[src/bpsc_cfg.svh]
`ifndef BPSC_CFG_SVH
`define BPSC_CFG_SVH
// ==========================================================
// timing constants (clock 200 MHz)
`define BPSC_CLK_HZ            200000000
`define BPSC_SAMPLE_MS         400
`define BPSC_SETTLE_MS         60
`define BPSC_IRQ_US            1800
`define BPSC_SAMPLE_CYC        (`BPSC_CLK_HZ / 1000 * `BPSC_SAMPLE_MS)
`define BPSC_SETTLE_CYC        (`BPSC_CLK_HZ / 1000 * `BPSC_SETTLE_MS)
`define BPSC_IRQ_CYC           (`BPSC_CLK_HZ / 1000000 * `BPSC_IRQ_US)
// capacitor-set delays: 50 s per uF, 0.1 ms per nF, 20 us comparator
`define BPSC_OVUV_S_PER_UF     50
`define BPSC_SC_US_PER_NF      100
`define BPSC_SC_CMP_US         20
// cell counts
`define BPSC_CELLS_MAX         13
`define BPSC_CELLS_ALT         10
`define BPSC_CELL_W            4
`define BPSC_MON_W             12
`endif

[src/bpsc_pkg.sv]
package bpsc_pkg;
    // gate pin drive level
    typedef enum logic [1:0]
    {
        BPSC_GATE_LOW  = 2'b00,
        BPSC_GATE_HIGH = 2'b01,
        BPSC_GATE_HIZ  = 2'b10
    } bpsc_gate_t;

    // readout sequencer states
    typedef enum logic [1:0]
    {
        BPSC_RO_IDLE = 2'b00,
        BPSC_RO_ARM  = 2'b01,
        BPSC_RO_RUN  = 2'b10
    } bpsc_ro_t;
endpackage : bpsc_pkg

[src/bpsc_delay.sv]
`timescale 1ns/1ps
`default_nettype none
// ==========================================================
// qualification counter: out rises once cond held set_max
// cycles, and falls once cond absent clr_max cycles
module bpsc_delay
#(
    parameter int W = 32
)
(
    input  wire logic         clock,    // system clock
    input  wire logic         resetn,   // async reset, low
    input  wire logic         cond,     // raw condition
    input  wire logic [W-1:0] set_max,  // cycles to assert
    input  wire logic [W-1:0] clr_max,  // cycles to release
    output var  logic         out_q     // qualified level
);
    logic [W-1:0] cnt_q;

    // counter restarts whenever the input agrees with the output
    always_ff @(posedge clock or negedge resetn)
    begin
        if (!resetn)
        begin
            cnt_q <= '0;
            out_q <= 1'b0;
        end
        else if (cond == out_q)
            cnt_q <= '0;
        else if (cnt_q >= ((cond ? set_max : clr_max) - W'(1)))
        begin
            cnt_q <= '0;
            out_q <= cond;
        end
        else
            cnt_q <= cnt_q + W'(1);
    end
endmodule : bpsc_delay
`default_nettype wire

[src/bpsc_cellmem.sv]
`timescale 1ns/1ps
`default_nettype none
// ==========================================================
// per-cell sample store, registered read port
module bpsc_cellmem
#(
    parameter int N = 13,
    parameter int AW = 4,
    parameter int DW = 12
)
(
    input  wire logic          clock,   // system clock
    input  wire logic          we,      // write strobe
    input  wire logic [AW-1:0] waddr,   // write index
    input  wire logic [DW-1:0] wdata,   // write data
    input  wire logic [AW-1:0] raddr,   // read index
    output var  logic [DW-1:0] rdata_q  // registered read
);
    logic [DW-1:0] mem [N];

    // storage has no reset; one entry is rewritten per cycle while we is high
    always_ff @(posedge clock)
    begin
        if (we && (waddr < AW'(N)))
            mem[waddr] <= wdata;
        rdata_q <= (raddr < AW'(N)) ? mem[raddr] : '0;
    end
endmodule : bpsc_cellmem
`default_nettype wire

[src/bpsc_ctrl.sv]
`timescale 1ns/1ps
`default_nettype none
`include "bpsc_cfg.svh"
module bpsc_ctrl
    import bpsc_pkg::*;
#(
    parameter int N       = `BPSC_CELLS_MAX,
    parameter int DW      = `BPSC_MON_W,
    parameter int SAMPLE  = `BPSC_SAMPLE_CYC,
    parameter int SETTLE  = `BPSC_SETTLE_CYC,
    parameter int IRQ     = `BPSC_IRQ_CYC,
    parameter int TEMP_DLY = `BPSC_SAMPLE_CYC,
    parameter int ISD_DLY = 200000,
    parameter int ISC_DLY = 200000,
    parameter int CAP_UF_X10 = 1,
    parameter int CAP_NF  = 1
)
(
    input  wire logic          clock,                 // 200 MHz clock
    input  wire logic          resetn,                // async reset, low
    input  wire logic          power_down,            // power-down state
    input  wire logic          cell_select_10,        // high: 10 cells
    input  wire logic          temp_hot_discharge,    // temp_sense_in at/below thr
    input  wire logic          temp_hot_charge,       // hot charge thr
    input  wire logic          temp_cold_charge,      // cold charge thr
    input  wire logic [N-1:0]  cell_over,             // per-cell ov cmp
    input  wire logic [N-1:0]  cell_ov_release,       // at/below release
    input  wire logic [N-1:0]  cell_under,            // per-cell uv cmp
    input  wire logic          short_cmp,             // short comparator
    input  wire logic          current_discharge,     // above disch thr
    input  wire logic          current_charge,        // charge-state cmp
    input  wire logic          discharge_force_off_n, // ext off, low
    input  wire logic [DW-1:0] cell_adc,              // selected cell value
    input  wire logic          readout_request_in,    // pin level in
    output logic               readout_request_oe,    // pin pull low
    output logic               readout_request_o,     // pin drive value
    output logic [DW-1:0]      cell_monitor_out,      // cell value x0.5
    output logic [3:0]         cell_sel,              // cell under measure
    output logic               discharge_gate_out,    // discharge gate high
    output logic               charge_gate_hiz,       // charge gate hi-z
    output logic               charge_gate_out,       // charge gate high
    output logic               ov_state,              // overvoltage state
    output logic               uv_state,              // undervoltage state
    output logic               short_state,           // short detected
    output logic               hot_discharge_state    // hot discharge state
);
    localparam int CW  = 32;
    localparam int OVUV = int'(longint'(SAMPLE) * 100 * CAP_UF_X10
                          * `BPSC_OVUV_S_PER_UF / `BPSC_SAMPLE_MS);
    localparam int SCD = `BPSC_CLK_HZ / 1000000
                         * (`BPSC_SC_US_PER_NF * CAP_NF + `BPSC_SC_CMP_US);
    localparam int SLOT = SAMPLE / N;

    // ======================================================
    // monitor timebase
    logic [CW-1:0] tick_cnt_q;
    logic          tick;
    logic [3:0]    slot_q;
    logic [CW-1:0] slot_cnt_q;

    // free 400 ms sample cycle split in equal cell slots
    always_ff @(posedge clock or negedge resetn)
    begin
        if (!resetn)
            tick_cnt_q <= '0;
        else if (tick)
            tick_cnt_q <= '0;
        else
            tick_cnt_q <= tick_cnt_q + CW'(1);
    end
    assign tick = (tick_cnt_q == CW'(SAMPLE - 1));

    // slot stepping from lowest cell upward
    always_ff @(posedge clock or negedge resetn)
    begin
        if (!resetn)
        begin
            slot_q     <= '0;
            slot_cnt_q <= '0;
        end
        else if (tick)
        begin
            slot_q     <= '0;
            slot_cnt_q <= '0;
        end
        else if (slot_cnt_q == CW'(SLOT - 1))
        begin
            slot_cnt_q <= '0;
            if (slot_q < 4'(N))
                slot_q <= slot_q + 4'h1;
        end
        else
            slot_cnt_q <= slot_cnt_q + CW'(1);
    end
    assign cell_sel = slot_q;

    // ======================================================
    // cell-count decode
    function automatic logic cell_used(input logic [3:0] idx,
                                       input logic sel10);
        cell_used = (idx < 4'(N)) &&
                    (!sel10 || idx >= 4'(N - `BPSC_CELLS_ALT));
    endfunction : cell_used

    logic [N-1:0] used_mask;
    genvar g;
    generate
        for (g = 0; g < N; g++)
        begin : g_mask
            assign used_mask[g] = cell_used(4'(g), cell_select_10);
        end
    endgenerate

    // ======================================================
    // temperature sampled at the 400 ms tick only
    logic hot_d_s_q, hot_c_s_q, cold_c_s_q, ov_s_q, uv_s_q;
    always_ff @(posedge clock or negedge resetn)
    begin
        if (!resetn)
        begin
            hot_d_s_q  <= 1'b0;
            hot_c_s_q  <= 1'b0;
            cold_c_s_q <= 1'b0;
            ov_s_q     <= 1'b0;
            uv_s_q     <= 1'b0;
        end
        else if (tick)
        begin
            hot_d_s_q  <= temp_hot_discharge;
            hot_c_s_q  <= temp_hot_charge;
            cold_c_s_q <= temp_cold_charge;
            ov_s_q     <= |(cell_over & used_mask);
            uv_s_q     <= |(cell_under & used_mask);
        end
    end

    // ov release when all used cells at or below release
    logic ov_rel, ov_q, uv_q, hotd_q, hotc_q, coldc_q;
    assign ov_rel = &(cell_ov_release | ~used_mask);

    // ======================================================
    // detection delays as restarting counters
    logic isd_q, isc_q;
    bpsc_delay #(.W(CW)) u_hotd (.clock(clock), .resetn(resetn),
        .cond(hot_d_s_q), .set_max(CW'(TEMP_DLY)),
        .clr_max(CW'(TEMP_DLY)), .out_q(hotd_q));
    bpsc_delay #(.W(CW)) u_hotc (.clock(clock), .resetn(resetn),
        .cond(hot_c_s_q), .set_max(CW'(TEMP_DLY)),
        .clr_max(CW'(TEMP_DLY)), .out_q(hotc_q));
    bpsc_delay #(.W(CW)) u_coldc (.clock(clock), .resetn(resetn),
        .cond(cold_c_s_q), .set_max(CW'(TEMP_DLY)),
        .clr_max(CW'(TEMP_DLY)), .out_q(coldc_q));
    bpsc_delay #(.W(CW)) u_uv (.clock(clock), .resetn(resetn),
        .cond(uv_s_q), .set_max(CW'(OVUV)),
        .clr_max(CW'(1)), .out_q(uv_q));
    bpsc_delay #(.W(CW)) u_sc (.clock(clock), .resetn(resetn),
        .cond(short_cmp), .set_max(CW'(SCD)),
        .clr_max(CW'(1)), .out_q(short_state));
    bpsc_delay #(.W(CW)) u_isd (.clock(clock), .resetn(resetn),
        .cond(current_discharge), .set_max(CW'(ISD_DLY)),
        .clr_max(CW'(ISD_DLY)), .out_q(isd_q));
    bpsc_delay #(.W(CW)) u_isc (.clock(clock), .resetn(resetn),
        .cond(current_charge), .set_max(CW'(ISC_DLY)),
        .clr_max(CW'(ISC_DLY)), .out_q(isc_q));

    // ov entry delayed from the sample, exit on release
    logic [CW-1:0] ov_cnt_q;
    always_ff @(posedge clock or negedge resetn)
    begin
        if (!resetn)
        begin
            ov_q     <= 1'b0;
            ov_cnt_q <= '0;
        end
        else if (ov_q)
        begin
            if (ov_rel)
                ov_q <= 1'b0;
        end
        else if (!ov_s_q)
            ov_cnt_q <= '0;
        else if (ov_cnt_q >= CW'(OVUV - 1))
        begin
            ov_q     <= 1'b1;
            ov_cnt_q <= '0;
        end
        else
            ov_cnt_q <= ov_cnt_q + CW'(1);
    end
    assign ov_state            = ov_q;
    assign uv_state            = uv_q;
    assign hot_discharge_state = hotd_q;

    // ======================================================
    // gate combination; held values cover "no change" entries
    logic d_on_q, c_on_q;
    logic d_inhibit, c_inhibit;
    assign d_inhibit = hotd_q | uv_q | short_state | power_down;
    assign c_inhibit = ov_q | hotc_q | coldc_q | short_state
                     | power_down;

    // protection state gate memory
    always_ff @(posedge clock or negedge resetn)
    begin
        if (!resetn)
        begin
            d_on_q <= 1'b0;
            c_on_q <= 1'b0;
        end
        else
        begin
            if (d_inhibit)
                d_on_q <= 1'b0;
            else if (!c_inhibit || !d_on_q)
                d_on_q <= 1'b1;
            if (c_inhibit)
                c_on_q <= 1'b0;
            else
                c_on_q <= 1'b1;
        end
    end

    // output registers: overrides per current direction
    always_ff @(posedge clock or negedge resetn)
    begin
        if (!resetn)
        begin
            discharge_gate_out <= 1'b0;
            charge_gate_out    <= 1'b0;
            charge_gate_hiz    <= 1'b1;
        end
        else
        begin
            if (isc_q && !power_down)
                discharge_gate_out <= 1'b1;
            else if (!discharge_force_off_n)
                discharge_gate_out <= 1'b0;
            else
                discharge_gate_out <= d_on_q;
            charge_gate_out <= (isd_q && !power_down) | c_on_q;
            charge_gate_hiz <= !((isd_q && !power_down) | c_on_q);
        end
    end

    // ======================================================
    // readout request pin sequencer
    bpsc_ro_t      ro_q;
    logic [CW-1:0] settle_q;
    logic [CW-1:0] irq_q;
    logic [3:0]    last_slot_q;
    logic          seen_low_q;

    // settling after reset or leaving power-down
    always_ff @(posedge clock or negedge resetn)
    begin
        if (!resetn)
            settle_q <= CW'(SETTLE);
        else if (power_down)
            settle_q <= CW'(SETTLE);
        else if (settle_q != '0)
            settle_q <= settle_q - CW'(1);
    end

    // idle -> low seen -> release arms -> run at next cycle start
    always_ff @(posedge clock or negedge resetn)
    begin
        if (!resetn)
        begin
            ro_q       <= BPSC_RO_IDLE;
            seen_low_q <= 1'b0;
        end
        else if (power_down)
        begin
            ro_q       <= BPSC_RO_IDLE;
            seen_low_q <= 1'b0;
        end
        else
        begin
            case (ro_q)
                BPSC_RO_IDLE:
                begin
                    if (settle_q != '0)
                        seen_low_q <= 1'b0;
                    else if (!readout_request_in)
                        seen_low_q <= 1'b1;
                    else if (seen_low_q)
                    begin
                        seen_low_q <= 1'b0;
                        ro_q       <= BPSC_RO_ARM;
                    end
                end
                BPSC_RO_ARM:
                    if (tick)
                        ro_q <= BPSC_RO_RUN;
                BPSC_RO_RUN:
                    if (tick)
                        ro_q <= BPSC_RO_IDLE;
                default:
                    ro_q <= BPSC_RO_IDLE;
            endcase
        end
    end

    // interrupt pulse on each cell change
    always_ff @(posedge clock or negedge resetn)
    begin
        if (!resetn)
        begin
            irq_q       <= '0;
            last_slot_q <= '0;
        end
        else
        begin
            last_slot_q <= slot_q;
            if (ro_q == BPSC_RO_RUN && slot_q != last_slot_q
                && slot_q < 4'(N))
                irq_q <= CW'(IRQ);
            else if (ro_q != BPSC_RO_RUN)
                irq_q <= '0;
            else if (irq_q != '0)
                irq_q <= irq_q - CW'(1);
        end
    end
    assign readout_request_o  = 1'b0;
    assign readout_request_oe = (ro_q == BPSC_RO_RUN) && (irq_q != '0);

    // ======================================================
    // monitor output: stored sample halved
    logic [DW-1:0] mem_rd;
    logic          sel_ok_q;
    bpsc_cellmem #(.N(N), .AW(4), .DW(DW)) u_mem (
        .clock   (clock),
        .we      (slot_q < 4'(N)),
        .waddr   (slot_q),
        .wdata   (cell_adc),
        .raddr   (slot_q),
        .rdata_q (mem_rd)
    );

    always_ff @(posedge clock or negedge resetn)
    begin
        if (!resetn)
        begin
            sel_ok_q         <= 1'b0;
            cell_monitor_out <= '0;
        end
        else
        begin
            sel_ok_q <= (ro_q == BPSC_RO_RUN)
                        && cell_used(slot_q, cell_select_10);
            if (sel_ok_q && ro_q == BPSC_RO_RUN)
                cell_monitor_out <= mem_rd >> 1;
            else
                cell_monitor_out <= '0;
        end
    end
endmodule : bpsc_ctrl
`default_nettype wire

[config.mk]
export PLATFORM = sky130hd
export DESIGN_NAME = bpsc_ctrl
export DESIGN_NICKNAME = d
export VERILOG_FILES = /design/src/bpsc_pkg.sv /design/src/bpsc_delay.sv /design/src/bpsc_cellmem.sv /design/src/bpsc_ctrl.sv
export VERILOG_INCLUDE_DIRS = /design/src
export SDC_FILE = /design/constraint.sdc
export NUM_CORES = 1
export LEC_CHECK = 0
export BUFFER_PORTS_ARGS = -buffer_cell sky130_fd_sc_hd__buf_2
export CAP_MARGIN = 10
export CORE_MARGIN = 2
export CORE_UTILIZATION = 61
export CTS_BUF_LIST = sky130_fd_sc_hd__clkbuf_2
export DETAILED_ROUTE_END_ITERATION = 16
export GPL_TIMING_DRIVEN = 0
export PLACE_DENSITY = 0.77
export SLEW_MARGIN = 40
export SYNTH_ARGS = -nofsm -noshare
export SYNTH_HDL_FRONTEND = slang
export SYNTH_SLANG_ARGS = --single-unit
[constraint.sdc]
create_clock -name clock -period 3.25 [get_ports clock]
set_input_delay 0.975 -clock clock [delete_from_list [all_inputs] [get_ports clock]]
set_output_delay 0.975 -clock clock [all_outputs]
set_load 0.02 [all_outputs]
* After elaboration in Yosys (flattened, before gate mapping)
Memories as Yosys holds them, arrays and structs flattened. A register that Yosys moved wholly into a read port is not among the register bits.
Index checks and enable logic that the tools add are counted.
** Cells by class
- Add/sub/neg operators :: 15
- $mul :: 0
- Div/mod/pow operators :: 0
- Order comparisons :: 10
- Eq/ne operators :: 18
- Shift operators :: 0
- Mux-type cells :: 52
- Bitwise operators :: 19
- Reduce and logical (&&, ||, !) cells :: 37
** Operators with widths (count)
- 32-bit 2-to-1 mux :: 24
- 32-bit by 1-bit adder with 32-bit output (second input constant) :: 10
- 32-bit by 1-bit subtractor with 32-bit output (second input constant) :: 4
- 32-bit by 27-bit greater-or-equal comparator with 1-bit output (second input constant) :: 3
- 32-bit by 18-bit greater-or-equal comparator with 1-bit output (second input constant) :: 2
- 32-bit greater-or-equal comparator :: 2
- 32-bit nonzero test :: 2
- 32-bit by 23-bit equality test with 1-bit output (second input constant) :: 1
- 32-bit by 27-bit equality test with 1-bit output (second input constant) :: 1
- 32-bit by 30-bit greater-or-equal comparator with 1-bit output (second input constant) :: 1
- 30-bit 2-to-1 mux :: 1
- 13-bit AND :: 2
- 13-bit OR reduction :: 2
- 2-bit AND reduction :: 8
- 1-bit 2-to-1 mux :: 15
- 15-bit 2-to-1 mux :: 1
- 3-bit != test (second input constant) :: 5
- 13-bit NOT :: 1
- 13-bit bitwise OR :: 1
- 13-bit AND reduction :: 1
- 2-bit 2-to-1 mux :: 6
- 4-bit 2-to-1 mux :: 3
- 11-bit 2-to-1 mux :: 1
- 2-bit nonzero test :: 5
- other kinds (17) :: 49
** Word-level totals
- Register bits after elaboration :: 426
- Latch bits :: 0
- Bits in writable memories :: 156
- ROM bits :: 0
- Output and inout bits :: 25
- Logic and storage cells :: 188
- Memories kept :: 1
** Memories
- u_mem.mem :: words 13, width 12, read ports 1, clocked after Yosys merged registers in 1, wr ports 1, RTL line bpsc_cellmem.sv:19 : logic [DW-1:0] mem [N];

* Longest topological paths before layout
- Depth in word-level cells :: 8
- Depth in mapped cells :: 10
- Mapped depth without buffers :: 8

* Hierarchy
A second synthesis with hierarchy kept.
** Second synthesis, totals
- Cells, all modules :: 4294
- Area, all modules :: 41149.5 um^2
** Modules (own cells, without submodules)
- bpsc_delay at u_hotc ... :: times used 5, cells each 418, area an instance 3515.9 um^2
- bpsc_ctrl :: times used 1, cells each 1060, area an instance 10229.8 um^2
- bpsc_cellmem :: times used 1, cells each 314, area an instance 6362.4 um^2
- bpsc_delay at u_coldc :: times used 1, cells each 420, area an instance 3492.1 um^2
- bpsc_delay at u_uv :: times used 1, cells each 410, area an instance 3485.8 um^2

* Worst setup path after synthesis
No wires, ideal clock.
- Path type :: register -> output
- From :: reg irq_q[6]
- To :: out readout_request_oe
- Arrival :: 2072 ps
- Setup slack :: 203 ps
- Stages on the path, launching flop included :: 7
- Path buffers :: 2
- Cells stage by stage :: dfrtp_1 or4_1 clkbuf_1 or4_1 clkbuf_1 nand2_1 inv_1
** On the way
- Word-level cells in the longest chain between the ends :: 2
** Ends and longest elaborated chain
- start: declaration :: RTL line bpsc_ctrl.sv:249 : logic [CW-1:0] irq_q;
- start signal: assignment :: RTL line bpsc_ctrl.sv:317 : irq_q <= CW'(IRQ);
- start signal: assignment :: RTL line bpsc_ctrl.sv:321 : irq_q <= irq_q - CW'(1);
- 32-bit nonzero test :: RTL line bpsc_ctrl.sv:325 : assign readout_request_oe = (ro_q == BPSC_RO_RUN) && (irq_q != '0);
- 1-bit logical AND :: RTL line bpsc_ctrl.sv:325
- end: declaration :: RTL line bpsc_ctrl.sv:35 : output logic readout_request_oe,
Every way passes these cells.

* Worst setup path after layout
- From :: reg irq_q[11]
- To :: out readout_request_oe
The elaborated chain is that of the path after synthesis.

==> run_results.csv <==
group,metric,value,unit
synth,yosys.area_share.simple,0.192,
floorplanning,rows,75,
synth,ys_ff_latch,579,
pwr,power.density,452,nW/um^2
clock_tree,insertion_delay,1.25,ns
placement,post-place-cells,2940,
clock_tree,cts-root-buf,"clkbuf_2",
sta,slew_headroom,0.440,
critical_path,crit_required,2.27,ns
critical_path,end_kind,"output pin",
sta,skew,0.0877,ns
sta,layout_min_cycle_time,4.01,ns
cells_and_area,nFillCells,3071,
sta,fmax,0.249,GHz
floorplanning,die-area,44000,um^2
floorplanning,coreArea,41900,um^2
synth,yosysSeqAreaShare,0.587,
detailed_routing,drc,0,
critical_path,worstPathArrival,3.04,ns
global_route,grt_max_degree,79,
critical_path,startpoint_type,"register",
placement,dp_hpwl,34.6,mm
clock_tree,h-tree-depth,4,
detailed_routing,num_vias,18300,
global_route,overflow,0,
placement,post-place-ws,-0.306,ns
detailed_routing,ant_nets,0,
global_route,antenna_found_initial,1,
pwr,vdd.ir_drop.worst,0.396,mV
detailed_routing,drt_first_pass_iters,6,
synth,netlist_area,25800,um^2
synth,synth_top_family_by_area,"simple AND/OR/NAND/NOR gates",
critical_path,path_class,"register to output pin",
clock_tree,cts_tree,"yes",
floorplanning,die_w,210,um
floorplanning,ios,88,
global_route,track_usage,0.250,
cells_and_area,nNetsFinal,2705,
critical_path,worstReg2RegStart,"uv_s_q$_DFFE_PN0N_",
synth,syn_inst,2247,
worst_hold_path,min_path_type,"input pin to register",
sta,fin_crit_sh,1.23,
floorplanning,die_y,210,um
critical_path,worst_setup_path_startpoint,"irq_q[11]$_DFFE_PN0P_",
placement,numPortBuffers,84,
synth,synth_mux_area_frac,0.0385,
critical_path,crit_fanout,3,
synth,syn_avg_cell_area,11.5,um^2
sta,drv_slew,0,
detailed_routing,wl,52.3,mm
synth,synth-compound-area-share,0.0457,
floorplanning,start_util,0.617,
global_route,grt_pass1_vias,18600,
synth,synth_top_flop_cell,"dfrtp_1",
detailed_routing,drt_iter0_markers,1302,
synth,synth.area.top_cells,"dfrtp_1, edfxtp_1, xor2_1",
global_route,grt_pass1_wl,88.8,mm
clock_tree,cts.sink_count,579,
synth,ys_types,80,
sta,finalSetupTns,-0.763,ns
clock_tree,cts_buffer_depth,3,
pwr,leakagePower,12.4,nW
clock_tree,path_clk_slew,0.10,ns
status,failed_checks,"setup timing",
cells_and_area,final_cells,3248,
synth,synth_edf_count,143,
sta,setup_ws,-0.763,ns
cells_and_area,drive_gt1_frac,0.171,
detailed_routing,viasPerCell,5.62,
cells_and_area,final_core_util,0.701,
sta,worst_pin_slew,0.833,ns
synth,synth-xor-area-share,0.0926,
placement,place_area,27400,um^2
cells_and_area,fin_area,29300,um^2
detailed_routing,routedWlPerCell,16.1,um
synth,yosysTopAreaCellShare,0.401,
placement,routabilityCongestion,0.846,
synth,yosys_warnings,0,
sta,hold_viol,0,
synth,async_reset_ff_frac,0.734,
cells_and_area,area_growth,13.6,%
run,maxCapViolCount,0,
status,status,"finished with violations",
clock_tree,cts_buffers,146,
sta,rsz0062_at_grt,"true",
worst_hold_path,min_from,"power_down",
sta,setup_viol,1,
synth,synthAdderAreaFrac,0.0257,
synth,synth.largest_area_cell,"dfrtp_1",
-- cells in the final DEF, fill, tap and decap left out, types with 65 or more instances in the layout --
cell type,n
xor2_1,149
nand3_1,126
buf_2,97
edfxtp_1,143
clkbuf_2,228
nand2_1,126
nor3_1,70
nand4_1,65
xnor2_1,124
nor2_1,346
dfrtp_1,413
-- stage by stage --
step	hold WS, ns	power [mW]
CTS	0.00561	13.4
global route	0.136	13.9
finish	0.247	13.3
global placement	0.384	8.09
detailed placement	0.392	8.14
floorplan	0.423	7.89
-- Yosys cell counts, types with 36 or more instances --
library cell	instances
a21oi_1	49
and3_1	43
clkbuf_1	43
dfrtp_1	414
edfxtp_1	143
ha_1	53
inv_1	53
nand2_1	127
nand3_1	126
nand4_1	65
nor2_1	346
nor3_1	75
nor4_1	36
o21ai_0	56
xnor2_1	124
xor2_1	149
-- registers in the layout (all words and copies together), names as in the netlist, 2 cells and up --
name,cells
u_hotd.cnt_q,32
u_mem.rdata_q,11
slot_cnt_q,32
irq_q,32
cell_sel,4
u_coldc.cnt_q,32
last_slot_q,4
cell_monitor_out,11
tick_cnt_q,32
settle_q,32
u_hotc.cnt_q,32
u_isd.cnt_q,32
ro_q,2
u_uv.cnt_q,32
u_sc.cnt_q,32
ov_cnt_q,32
u_isc.cnt_q,32
u_mem.mem,143
-- cell families after synthesis --
kind of cell / count (synthesis)
xor+xnor: 273
other cells: 1
flops: 579
fa+ha+maj: 53
compound gates: 186
mux: 57
simple gates: 978
buf+inv: 120
-- worst max-delay path, stage by stage, from the launching register on --
cell and delay [ns]:
dfrtp_1 0.41, or4_4 0.56, or4_4 0.59, nand2_8 0.09, inv_4 0.03, buf_6 0.12
-- worst paths after layout --
check	to	slack [ns]	cells after the start
max	readout_request_oe	-0.76	5
min	charge_gate_out$_DFF_PN0_	0.25	3
max reg2reg	u_uv.cnt_q[30]$_DFF_PN0_	0.26	9
min reg2reg	last_slot_q[3]$_DFF_PN0_	0.41	0
max in group asynchronous	u_sc.cnt_q[9]$_DFF_PN0_	1.21	6
min in group asynchronous	u_isd.cnt_q[19]$_DFF_PN0_	0.71	3
-- where the power goes --
| group | leakage [nW] | internal [mW] | switching, mW |
|---|---|---|---|
| clock | 1.09 | 2.33 | 2.92 |
| combinational | 4.19 | 0.155 | 0.274 |
| sequential | 7.09 | 7.53 | 0.0533 |
-- layout make-up --
cell class | instances | area (um^2) | share of cell area
Sequential cell | 579 | 15200 | 0.517
Multi-Input combinational cell | 1609 | 10500 | 0.359
Clock buffer | 226 | 1130 | 0.0386
Timing Repair Buffer | 134 | 1000 | 0.0342
Tap cell | 539 | 674 | 0.0230
Clock inverter | 41 | 337 | 0.0115
Buffer | 63 | 278 | 0.00947
Inverter | 55 | 213 | 0.00725
Timing Repair inverter | 1 | 5.00 | 0.000171
Antenna cell | 1 | 2.50 | 0.0000853
-- what timing repair did --
item                                    in CTS  in global routing
buffers inserted                             7                  3
hold buffers                                31                  0
pin swaps                                    3                  3
cloned                                       0                  1
hold endpoints to repair                   303                  0
gates resized for setup                     24                  6
endpoints found under the setup margin      32                 50
-- layer usage --
| layer | up-vias | share of wire | track usage |
|---|---|---|---|
| li1 | 8719 | - | - |
| met1 | 9007 | 0.44 | 0.325 |
| met2 | 441 | 0.49 | 0.408 |
| met3 | 97 | 0.047 | 0.0539 |
| met4 | 0 | 0.024 | 0.109 |
| met5 | - | 0 | 0 |
(Power assumes the default switching activity.)
